[src/ptpcfg_pkg.sv]
// package of offsets, fields, reset values and encodings for the ptp timestamp config block
// Behaviour
// - low address register supplies bits 31:0 of 48-bit auxiliary address, resets zero.
// - auxiliary address detects ptp on a port only while its enable bit set.
// - port 2 master: capture on sync transmit and delay_req receive.
// - port 2 slave (reset): capture on delay_req transmit and sync receive.
// - bit 23 selects port 1 master or slave the same way, reset slave.
// - bit 30 enables 01:00:5E:00:01:81 on port 2, set after reset.
// - bits 29..27 enable alternates ...82, ...83, ...84 on port 2, reset zero.
// - bit 26 enables auxiliary address on port 2, reset zero.
// - port 2 receive lock (reset set) blocks receive capture while receive interrupt pending.
// - port 2 transmit lock (reset set) blocks transmit capture while transmit interrupt pending.
// - bit 22 enables primary address on port 1, set after reset.
// - bits 21..19 enable first, second, third alternates on port 1, reset zero.
// - bit 18 enables auxiliary address on port 1, reset zero.
// - high register bits 15:0 supply upper address bits, reset zero, 31:16 read zero.
// - bits 17 and 16 are port 1 receive and transmit locks, set after reset.
package ptpcfg_pkg;

  // ****************************************
  // register map
  // ****************************************
  localparam logic [11:0] ADDR_AUX_HIGH    = 12'h018C;
  localparam logic [11:0] ADDR_AUX_LOW     = 12'h0190;
  localparam logic [11:0] ADDR_PORT_CONFIG = 12'h0194;
  localparam logic [11:0] ADDR_CAPTURE     = 12'h0198;

  localparam logic [31:0] AUX_HIGH_RESET   = 32'h0000_0000;
  localparam logic [31:0] AUX_LOW_RESET    = 32'h0000_0000;
  localparam logic [31:0] CONFIG_RESET     = 32'h4343_0000;
  localparam logic [31:0] CONFIG_MASK      = 32'hFFFF_0000;
  localparam logic [31:0] AUX_HIGH_MASK    = 32'h0000_FFFF;

  // ****************************************
  // config field positions
  // ****************************************
  localparam int P2_BASE   = 24;
  localparam int P1_BASE   = 16;
  localparam int F_MASTER  = 7;
  localparam int F_PRI     = 6;
  localparam int F_ALT1    = 5;
  localparam int F_ALT2    = 4;
  localparam int F_ALT3    = 3;
  localparam int F_AUX     = 2;
  localparam int F_LOCK_RX = 1;
  localparam int F_LOCK_TX = 0;

  // capture status register fields: pending bits per port, write one to clear
  localparam int S_P1_RX   = 0;
  localparam int S_P1_TX   = 1;
  localparam int S_P2_RX   = 2;
  localparam int S_P2_TX   = 3;

  // ****************************************
  // ptp multicast destinations
  // ****************************************
  localparam logic [47:0] MAC_PRIMARY = 48'h0100_5E00_0181;
  localparam logic [47:0] MAC_ALT1    = 48'h0100_5E00_0182;
  localparam logic [47:0] MAC_ALT2    = 48'h0100_5E00_0183;
  localparam logic [47:0] MAC_ALT3    = 48'h0100_5E00_0184;

  // ptp message types seen on the capture path
  localparam logic [3:0] MSG_SYNC      = 4'h0;
  localparam logic [3:0] MSG_DELAY_REQ = 4'h1;

  localparam logic [1:0] RESP_OKAY   = 2'b00;
  localparam logic [1:0] RESP_SLVERR = 2'b10;

  typedef enum logic [1:0] {
    PTPCFG_IDLE = 2'b00,
    PTPCFG_RESP = 2'b01
  } ptpcfg_bus_state_t;

endpackage

[src/ptpcfg_port_filter.sv]
// per-port ptp address match and capture gating
`timescale 1ns/1ps
module ptpcfg_port_filter (
  // clock and reset
  input  wire logic        clk_sys_i,
  input  wire logic        rst_n_i,
  // port settings
  input  wire logic [7:0]  port_cfg_i,
  input  wire logic [47:0] aux_addr_i,
  // frame observation
  input  wire logic        frame_valid_i,
  input  wire logic        frame_is_tx_i,
  input  wire logic [47:0] frame_dest_i,
  input  wire logic [3:0]  frame_msg_i,
  // pending capture flags
  input  wire logic        rx_pending_i,
  input  wire logic        tx_pending_i,
  // results
  output logic             is_ptp_o,
  output logic             capture_rx_o,
  output logic             capture_tx_o
);

  logic addr_hit;
  logic want_capture;
  logic is_master;

  // ****************************************
  // address match
  // ****************************************
  always_comb begin
    addr_hit = 1'b0;
    if (port_cfg_i[ptpcfg_pkg::F_PRI] && frame_dest_i == ptpcfg_pkg::MAC_PRIMARY) begin
      addr_hit = 1'b1;
    end
    if (port_cfg_i[ptpcfg_pkg::F_ALT1] && frame_dest_i == ptpcfg_pkg::MAC_ALT1) begin
      addr_hit = 1'b1;
    end
    if (port_cfg_i[ptpcfg_pkg::F_ALT2] && frame_dest_i == ptpcfg_pkg::MAC_ALT2) begin
      addr_hit = 1'b1;
    end
    if (port_cfg_i[ptpcfg_pkg::F_ALT3] && frame_dest_i == ptpcfg_pkg::MAC_ALT3) begin
      addr_hit = 1'b1;
    end
    if (port_cfg_i[ptpcfg_pkg::F_AUX] && frame_dest_i == aux_addr_i) begin
      addr_hit = 1'b1;
    end
  end

  // ****************************************
  // capture event selection
  // ****************************************
  always_comb begin
    is_master = port_cfg_i[ptpcfg_pkg::F_MASTER];
    if (is_master) begin
      want_capture = frame_is_tx_i ? (frame_msg_i == ptpcfg_pkg::MSG_SYNC)
                                   : (frame_msg_i == ptpcfg_pkg::MSG_DELAY_REQ);
    end else begin
      want_capture = frame_is_tx_i ? (frame_msg_i == ptpcfg_pkg::MSG_DELAY_REQ)
                                   : (frame_msg_i == ptpcfg_pkg::MSG_SYNC);
    end
  end

  always_ff @(posedge clk_sys_i or negedge rst_n_i) begin
    if (!rst_n_i) begin
      is_ptp_o     <= 1'b0;
      capture_rx_o <= 1'b0;
      capture_tx_o <= 1'b0;
    end else begin
      is_ptp_o     <= frame_valid_i && addr_hit;
      // lock holds off a new capture only while the earlier one is still pending
      capture_rx_o <= frame_valid_i && addr_hit && want_capture && !frame_is_tx_i &&
                      !(port_cfg_i[ptpcfg_pkg::F_LOCK_RX] && rx_pending_i);
      capture_tx_o <= frame_valid_i && addr_hit && want_capture && frame_is_tx_i &&
                      !(port_cfg_i[ptpcfg_pkg::F_LOCK_TX] && tx_pending_i);
    end
  end

endmodule // ptpcfg_port_filter

[src/ptpcfg_top.sv]
// ptp timestamp port configuration registers with axi4-lite slave
//
// Chosen here: the AXI4-Lite slave port.
`timescale 1ns/1ps
module ptpcfg_top (
  // clock and reset
  input  wire logic        clk_sys_i,
  input  wire logic        rst_n_i,
  // axi4-lite write address
  input  wire logic        s_axi_awvalid_i,
  output logic             s_axi_awready_o,
  input  wire logic [11:0] s_axi_awaddr_i,
  // axi4-lite write data
  input  wire logic        s_axi_wvalid_i,
  output logic             s_axi_wready_o,
  input  wire logic [31:0] s_axi_wdata_i,
  input  wire logic [3:0]  s_axi_wstrb_i,
  // axi4-lite write response
  output logic             s_axi_bvalid_o,
  input  wire logic        s_axi_bready_i,
  output logic [1:0]       s_axi_bresp_o,
  // axi4-lite read address
  input  wire logic        s_axi_arvalid_i,
  output logic             s_axi_arready_o,
  input  wire logic [11:0] s_axi_araddr_i,
  // axi4-lite read data
  output logic             s_axi_rvalid_o,
  input  wire logic        s_axi_rready_i,
  output logic [31:0]      s_axi_rdata_o,
  output logic [1:0]       s_axi_rresp_o,
  // port 1 frame observation
  input  wire logic        p1_frame_valid_i,
  input  wire logic        p1_frame_is_tx_i,
  input  wire logic [47:0] p1_frame_dest_i,
  input  wire logic [3:0]  p1_frame_msg_i,
  // port 2 frame observation
  input  wire logic        p2_frame_valid_i,
  input  wire logic        p2_frame_is_tx_i,
  input  wire logic [47:0] p2_frame_dest_i,
  input  wire logic [3:0]  p2_frame_msg_i,
  // capture results
  output logic             p1_is_ptp_o,
  output logic             p1_capture_rx_o,
  output logic             p1_capture_tx_o,
  output logic             p2_is_ptp_o,
  output logic             p2_capture_rx_o,
  output logic             p2_capture_tx_o
);

  // ****************************************
  // registers
  // ****************************************
  logic [31:0] aux_high_reg;
  logic [31:0] aux_low_reg;
  logic [31:0] config_reg;
  logic [3:0]  pending_reg;
  logic [3:0]  pending_next;

  logic        aw_held_reg;
  logic [11:0] aw_addr_reg;
  logic        w_held_reg;
  logic [31:0] w_data_reg;
  logic [3:0]  w_strb_reg;
  logic        wr_fire;
  logic        wr_hit;
  logic [31:0] wr_mask;
  logic [31:0] rd_data;
  logic        rd_hit;

  logic [47:0] aux_addr;
  logic [3:0]  capture_evt;
  logic        p1_cap_rx;
  logic        p1_cap_tx;
  logic        p2_cap_rx;
  logic        p2_cap_tx;

  assign aux_addr = {aux_high_reg[15:0], aux_low_reg};

  // ****************************************
  // write channel capture
  // ****************************************
  always_ff @(posedge clk_sys_i or negedge rst_n_i) begin
    if (!rst_n_i) begin
      aw_held_reg     <= 1'b0;
      aw_addr_reg     <= 12'h000;
      s_axi_awready_o <= 1'b0;
    end else begin
      s_axi_awready_o <= !aw_held_reg && !s_axi_awready_o && !s_axi_bvalid_o;
      if (s_axi_awvalid_i && s_axi_awready_o) begin
        aw_held_reg <= 1'b1;
        aw_addr_reg <= s_axi_awaddr_i;
        s_axi_awready_o <= 1'b0;
      end else if (wr_fire) begin
        aw_held_reg <= 1'b0;
      end
    end
  end

  always_ff @(posedge clk_sys_i or negedge rst_n_i) begin
    if (!rst_n_i) begin
      w_held_reg     <= 1'b0;
      w_data_reg     <= 32'h0000_0000;
      w_strb_reg     <= 4'h0;
      s_axi_wready_o <= 1'b0;
    end else begin
      s_axi_wready_o <= !w_held_reg && !s_axi_wready_o && !s_axi_bvalid_o;
      if (s_axi_wvalid_i && s_axi_wready_o) begin
        w_held_reg <= 1'b1;
        w_data_reg <= s_axi_wdata_i;
        w_strb_reg <= s_axi_wstrb_i;
        s_axi_wready_o <= 1'b0;
      end else if (wr_fire) begin
        w_held_reg <= 1'b0;
      end
    end
  end

  assign wr_fire = aw_held_reg && w_held_reg && !s_axi_bvalid_o;

  // byte lanes into a bit mask
  genvar gi;
  generate
    for (gi = 0; gi < 4; gi++) begin : g_lane
      assign wr_mask[gi*8 +: 8] = {8{w_strb_reg[gi]}};
    end
  endgenerate

  always_comb begin
    unique case (aw_addr_reg[11:2])
      ptpcfg_pkg::ADDR_AUX_HIGH[11:2]:    wr_hit = 1'b1;
      ptpcfg_pkg::ADDR_AUX_LOW[11:2]:     wr_hit = 1'b1;
      ptpcfg_pkg::ADDR_PORT_CONFIG[11:2]: wr_hit = 1'b1;
      ptpcfg_pkg::ADDR_CAPTURE[11:2]:     wr_hit = 1'b1;
      default:                            wr_hit = 1'b0;
    endcase
  end

  // ****************************************
  // register storage
  // ****************************************
  always_ff @(posedge clk_sys_i or negedge rst_n_i) begin
    if (!rst_n_i) begin
      aux_low_reg <= ptpcfg_pkg::AUX_LOW_RESET;
    end else if (wr_fire && aw_addr_reg[11:2] == ptpcfg_pkg::ADDR_AUX_LOW[11:2]) begin
      aux_low_reg <= (aux_low_reg & ~wr_mask) | (w_data_reg & wr_mask);
    end
  end

  always_ff @(posedge clk_sys_i or negedge rst_n_i) begin
    if (!rst_n_i) begin
      aux_high_reg <= ptpcfg_pkg::AUX_HIGH_RESET;
    end else if (wr_fire && aw_addr_reg[11:2] == ptpcfg_pkg::ADDR_AUX_HIGH[11:2]) begin
      aux_high_reg <= ((aux_high_reg & ~wr_mask) | (w_data_reg & wr_mask))
                      & ptpcfg_pkg::AUX_HIGH_MASK;
    end
  end

  always_ff @(posedge clk_sys_i or negedge rst_n_i) begin
    if (!rst_n_i) begin
      config_reg <= ptpcfg_pkg::CONFIG_RESET;
    end else if (wr_fire && aw_addr_reg[11:2] == ptpcfg_pkg::ADDR_PORT_CONFIG[11:2]) begin
      config_reg <= ((config_reg & ~wr_mask) | (w_data_reg & wr_mask))
                    & ptpcfg_pkg::CONFIG_MASK;
    end
  end

  // ****************************************
  // capture pending flags
  // ****************************************
  assign capture_evt[ptpcfg_pkg::S_P1_RX] = p1_cap_rx;
  assign capture_evt[ptpcfg_pkg::S_P1_TX] = p1_cap_tx;
  assign capture_evt[ptpcfg_pkg::S_P2_RX] = p2_cap_rx;
  assign capture_evt[ptpcfg_pkg::S_P2_TX] = p2_cap_tx;

  always_comb begin
    pending_next = pending_reg;
    if (wr_fire && aw_addr_reg[11:2] == ptpcfg_pkg::ADDR_CAPTURE[11:2] && w_strb_reg[0]) begin
      pending_next = pending_reg & ~w_data_reg[3:0];
    end
    pending_next = pending_next | capture_evt; // set wins over clear
  end

  always_ff @(posedge clk_sys_i or negedge rst_n_i) begin
    if (!rst_n_i) begin
      pending_reg <= 4'h0;
    end else begin
      pending_reg <= pending_next;
    end
  end

  // ****************************************
  // write response
  // ****************************************
  always_ff @(posedge clk_sys_i or negedge rst_n_i) begin
    if (!rst_n_i) begin
      s_axi_bvalid_o <= 1'b0;
      s_axi_bresp_o  <= ptpcfg_pkg::RESP_OKAY;
    end else if (wr_fire) begin
      s_axi_bvalid_o <= 1'b1;
      s_axi_bresp_o  <= wr_hit ? ptpcfg_pkg::RESP_OKAY : ptpcfg_pkg::RESP_SLVERR;
    end else if (s_axi_bvalid_o && s_axi_bready_i) begin
      s_axi_bvalid_o <= 1'b0;
    end
  end

  // ****************************************
  // read path
  // ****************************************
  always_comb begin
    rd_hit  = 1'b1;
    rd_data = 32'h0000_0000;
    unique case (s_axi_araddr_i[11:2])
      ptpcfg_pkg::ADDR_AUX_HIGH[11:2]:    rd_data = aux_high_reg;
      ptpcfg_pkg::ADDR_AUX_LOW[11:2]:     rd_data = aux_low_reg;
      ptpcfg_pkg::ADDR_PORT_CONFIG[11:2]: rd_data = config_reg;
      ptpcfg_pkg::ADDR_CAPTURE[11:2]:     rd_data = {28'h000_0000, pending_reg};
      default:                            rd_hit  = 1'b0;
    endcase
  end

  always_ff @(posedge clk_sys_i or negedge rst_n_i) begin
    if (!rst_n_i) begin
      s_axi_arready_o <= 1'b0;
      s_axi_rvalid_o  <= 1'b0;
      s_axi_rdata_o   <= 32'h0000_0000;
      s_axi_rresp_o   <= ptpcfg_pkg::RESP_OKAY;
    end else begin
      s_axi_arready_o <= !s_axi_arready_o && !s_axi_rvalid_o;
      if (s_axi_arvalid_i && s_axi_arready_o) begin
        s_axi_arready_o <= 1'b0;
        s_axi_rvalid_o  <= 1'b1;
        s_axi_rdata_o   <= rd_data;
        s_axi_rresp_o   <= rd_hit ? ptpcfg_pkg::RESP_OKAY : ptpcfg_pkg::RESP_SLVERR;
      end else if (s_axi_rvalid_o && s_axi_rready_i) begin
        s_axi_rvalid_o  <= 1'b0;
      end
    end
  end

  // ****************************************
  // per-port filters
  // ****************************************
  ptpcfg_port_filter u_port1 (
    .clk_sys_i     (clk_sys_i),
    .rst_n_i       (rst_n_i),
    .port_cfg_i    (config_reg[ptpcfg_pkg::P1_BASE +: 8]),
    .aux_addr_i    (aux_addr),
    .frame_valid_i (p1_frame_valid_i),
    .frame_is_tx_i (p1_frame_is_tx_i),
    .frame_dest_i  (p1_frame_dest_i),
    .frame_msg_i   (p1_frame_msg_i),
    .rx_pending_i  (pending_reg[ptpcfg_pkg::S_P1_RX]),
    .tx_pending_i  (pending_reg[ptpcfg_pkg::S_P1_TX]),
    .is_ptp_o      (p1_is_ptp_o),
    .capture_rx_o  (p1_cap_rx),
    .capture_tx_o  (p1_cap_tx)
  );

  ptpcfg_port_filter u_port2 (
    .clk_sys_i     (clk_sys_i),
    .rst_n_i       (rst_n_i),
    .port_cfg_i    (config_reg[ptpcfg_pkg::P2_BASE +: 8]),
    .aux_addr_i    (aux_addr),
    .frame_valid_i (p2_frame_valid_i),
    .frame_is_tx_i (p2_frame_is_tx_i),
    .frame_dest_i  (p2_frame_dest_i),
    .frame_msg_i   (p2_frame_msg_i),
    .rx_pending_i  (pending_reg[ptpcfg_pkg::S_P2_RX]),
    .tx_pending_i  (pending_reg[ptpcfg_pkg::S_P2_TX]),
    .is_ptp_o      (p2_is_ptp_o),
    .capture_rx_o  (p2_cap_rx),
    .capture_tx_o  (p2_cap_tx)
  );

  assign p1_capture_rx_o = p1_cap_rx;
  assign p1_capture_tx_o = p1_cap_tx;
  assign p2_capture_rx_o = p2_cap_rx;
  assign p2_capture_tx_o = p2_cap_tx;

endmodule // ptpcfg_top

[config.mk]
export PLATFORM = sky130hd
export DESIGN_NAME = ptpcfg_top
export DESIGN_NICKNAME = d
export VERILOG_FILES = /design/src/ptpcfg_pkg.sv /design/src/ptpcfg_port_filter.sv /design/src/ptpcfg_top.sv
export SDC_FILE = /design/constraint.sdc
export NUM_CORES = 1
export LEC_CHECK = 0
export ABC_AREA = 1
export BUFFER_PORTS_ARGS = -buffer_cell sky130_fd_sc_hd__buf_2
export CAP_MARGIN = 10
export CORE_MARGIN = 5
export CORE_UTILIZATION = 49
export CTS_CLUSTER_DIAMETER = 200
export DETAILED_ROUTE_END_ITERATION = 8
export PLACE_DENSITY = 0.78
export SETUP_SLACK_MARGIN = 0.2
export SYNTH_ARGS = -nofsm -noshare
export SYNTH_HDL_FRONTEND = slang
export SYNTH_SLANG_ARGS = --single-unit
[constraint.sdc]
create_clock -name clk_sys_i -period 1.5 [get_ports clk_sys_i]
set_input_delay 0.225 -clock clk_sys_i [delete_from_list [all_inputs] [get_ports clk_sys_i]]
set_output_delay 0.225 -clock clk_sys_i [all_outputs]
set_load 0.02 [all_outputs]
# Yosys cells after proc, flatten, opt, wreduce, memory -nomap -nowiden
# Index checks and enable logic that the tools add are counted.
# totals
register_bits,165
output_inout_bits,47
# classes
n_eq_ne,20
n_mux,32
bitwise_logic,11
n_reduce_logical,64
# op_table
cell,count
== test 48 x 41 -> 1 bit (second input constant),8
case mux 32 bit (4 select lines),1
AND 32 bit,3
== test 48 bit,2
== test 10 x 7 -> 1 bit (second input constant),8
OR 32 bit,2
logical AND 1 bit,43
NOT 32 bit,1
two-way mux 1 bit,28
AND 16 bit,1
OR 16 bit,1
zero test 1 bit,13
== test 4 x 1 -> 1 bit (second input constant),2
zero test 4 bit,2
nonzero test 2 bit,4
OR reduction 4 bit,2
AND 4 bit,1
two-way mux 2 bit,2
two-way mux 4 bit,1
NOT 4 bit,1
OR 4 bit,1

# Longest topological paths before layout
# logic_depth
ltp_word,11
mapped_depth,12
depth_no_buf,12

# Modules after synthesis
# From an unflattened synthesis, not the netlist that was laid out.
# unflattened
cells_unflattened,1262
area_unflattened_um2,9415.3
# by_module_without_submodules
module,instances,cells_per_inst,area_each_um2
ptpcfg_top,1,722,6965.4
ptpcfg_port_filter,2,270,1224.9

# Worst setup path before layout
# No wires, ideal clock.
# synth_path
path_type,register to register
startpoint,register s_axi_bvalid_o
endpoint,register with a tool-made name
setup_ns,0.118
arrival_ns,1.509
required_time_ns,1.382
slack_ns,-0.127
stages_incl_launch_ff,8
path_buffers,1
synth_period_minus_slack_ns,1.627
cell_sequence,dfrtp_1 nor3_4 inv_2 nor2_4 nand3_2 buf_6 nand2_1 o21ai_2
# synth_rtl
item,line,source
start: declaration,ptpcfg_top.sv:19,"output logic s_axi_bvalid_o,"
start signal: assignment,ptpcfg_top.sv:196,s_axi_bvalid_o <= 1'b0;
start signal: assignment,ptpcfg_top.sv:199,s_axi_bvalid_o <= 1'b1;
start signal: assignment,ptpcfg_top.sv:202,s_axi_bvalid_o <= 1'b0;

==> results.toml <==
[setup_path]
cp_data_arrival_time_ns = 2.06
critPathCaptureType = "flop"
reg2reg_slack_ns = -0.24
crit_path_start = "aw_addr_reg[10]$_DFFE_PN0P_"
cp-start-kind = "flop"
r2r_start = "aw_addr_reg[10]$_DFFE_PN0P_"
crit_required_ns = 1.82
worstRegToRegCells = 9
critPathKind = "flop to flop"
critPathMaxFanout = 8

[grt]
grt_usage_pct = 32.57
grt_pass1_vias = 8986
grt_pass1_wl_um = 50340
antenna_found_initial = 3
overflow = 0
grt_max_degree = 49

[timing]
setup-violations-final = 74
fmax_mhz = 576.0
setup_slack_ns = -0.2361
min_period_ns = 1.736
maxSlewViolCount = 0
slew_headroom_pct = 61.14
rsz0062_at_grt = "yes"
worst_slew_pin_slew_ns = 0.5829
report.final.hold_viol_count = 0
min_period_over_period_pct = 115.7
skew_ns = 0.01002

[min_path]
hold_path_class = "primary input to flop"
hold_depth = 2

[yosys]
ys_warn_count = 0
yosysTopAreaCell = "dfrtp_1"
seq_area_frac_synth_pct = 45.67
synth-seq-cells = 161
synthArstFlopShare_pct = 100.0
syn_avg_cell_area_sq_um = 7.257
postSynthCellCount = 1218
synth_top_area_share_pct = 43.88
ys_types = 38
synthTopCellsByArea = "dfrtp_1, nand2_1, inv_1"
synth-main-ff-cell = "dfrtp_1"
synth-edff-count = 0
synth.most_common_cell = "nand2_1"
synthTopCellsByCount = "nand2_1, inv_1, dfrtp_1, nor2_1, o21ai_0"
syn-cell-area_sq_um = 8838

[finish]
fin_nets = 1766
post-route-util_pct = 71.72
fin_cells = 1834
num-fill-cells = 1410
drive_gt1_share_pct = 39.34
syn_to_final_growth_pct = 44.78

[place]
port_buffers = 215
dpl.hpwl_um = 26960
routabilityCongestion = 1.059
placed_cells = 1764

[detailed_routing]
detail_route.wl_per_cell_um = 19.42
antenna_left = 0
vias_per_cell = 5.243
drtIter0Drc = 1036
firstDrtPassIters = 6
drt_wl_total_um = 35610
vias = 9616
drc = 0

[clock_network]
cts_buffers = 17
insertion_delay_ns = 0.44
cts_buffer_depth = 2
cts.sinks = 161
clkSlewWorstSetupHoldPaths_ns = 0.07
htree_levels = 4
cts_root_buffer = "clkbuf_16"
cts_tree = "built"

[floorplan]
rows = 49
initial_core_util_pct = 49.54
ios = 222
die_area_sq_um = 20820
die_h_um = 144.3
die_w_um = 144.3
core_area_sq_um = 17840

[power_and_ir_drop]
p_per_area_nw_per_um2 = 1058
irDropWorstVdd_uv = 1315
power_leakage_nw = 6.775

[status]
status = "finished with violations"
violations = "negative setup slack"

[run]
maxCapViolations = 0
## area by class of cell
type,instances,area (sq um),share of cell area (%)
Tap cell,229,286.5,2.239
Timing Repair Buffer,381,2606,20.37
Multi-Input combinational cell,853,4601,35.95
Clock inverter,14,147.6,1.154
Sequential cell,161,4049,31.64
Inverter,177,664.4,5.192
Clock buffer,18,439.2,3.432
Antenna cell,1,2.502,0.01956
## cells by family after synthesis
group / count (synthesis) / share of synthesized area, %
xor+xnor: 20 / 1.982
mux: 11 / 1.401
compound gates: 167 / 10.99
buf+inv: 207 / 9.470
simple gates: 651 / 30.45
flops: 161 / 45.67
other cells: 1 / 0.04243
## worst min-delay path by stage
stage / from / endpoint / slack (ns)
floorplan: rst_n_i / async pin / -0.07
global placement: rst_n_i / s_axi_rdata_o[26]$_DFFE_PN0P_ / 0.11
detailed placement: rst_n_i / s_axi_rdata_o[26]$_DFFE_PN0P_ / 0.11
CTS: s_axi_awaddr_i[4] / aw_addr_reg[4]$_DFFE_PN0P_ / 0.01
global route: s_axi_awaddr_i[4] / aw_addr_reg[4]$_DFFE_PN0P_ / 0.02
finish: s_axi_awaddr_i[7] / aw_addr_reg[7]$_DFFE_PN0P_ / 0.02
## per-stage QoR
step                      total power (W)  instance area (sq um)  setup TNS [ns]  setup WS [ns]  hold slack [ns]
after floorplan                  0.007251                   8874         -0.3166       -0.04779         -0.07059
after global placement           0.008514                  11160          -7.660        -0.1768           0.1079
after detailed placement         0.008650                  11160          -12.54        -0.2554           0.1125
after CTS                         0.01320                  12110          -8.399        -0.1911          0.01091
after global routing              0.01417                  12790          -17.27        -0.2807          0.01597
final                             0.01354                  12800          -12.10        -0.2361          0.01990
## where the power goes
group,internal (W),switching (W)
Combinational,0.00130,0.00221
Clock,0.00239,0.00202
Sequential,0.00508,0.000536
Total,0.00878,0.00476
## worst max-delay path, cell delays in order (launching register included)
cell,delay [ns]
dfrtp_1,0.38
or2_4,0.28
buf_6,0.12
nor3_4,0.21
nand2_2,0.10
inv_2,0.10
nand3_4,0.12
buf_12,0.19
nand2_2,0.06
o21ai_2,0.05
## metal layers
layer	global-route usage, %	routed length, um	vias up
met2	53.69	16930	488
li1	-	-	4546
met1	44.17	14100	4485
met3	6.812	3536	91
met4	8.247	1006	6
met5	0	41	-
## timing repair
action                                 in CTS  in global routing
gates cloned                                2                  3
hold buffers                                3                  0
pin swaps                                  25                 50
endpoints found under the hold margin     134                  0
setup endpoints to repair                  75                 93
setup buffers                              10                 19
gates resized for setup                    66                157
## placed cells by master, fill, tap and decap left out, types with 9 or more instances in the layout
cell / count
nor2_1: 105
nand2_2: 55
buf_2: 213
nand2_4: 21
buf_6: 21
buf_12: 11
nor3_1: 9
o21ai_1: 35
buf_4: 130
inv_1: 159
inv_2: 18
o22ai_1: 14
nor2_2: 19
dfrtp_1: 145
nand2_1: 365
o21ai_0: 28
nand3_1: 31
mux2_2: 11
nand4_1: 16
o21ai_2: 38
a21oi_1: 42
dfrtp_2: 10
clkbuf_16: 19
Power figures use the tool's default switching activity.
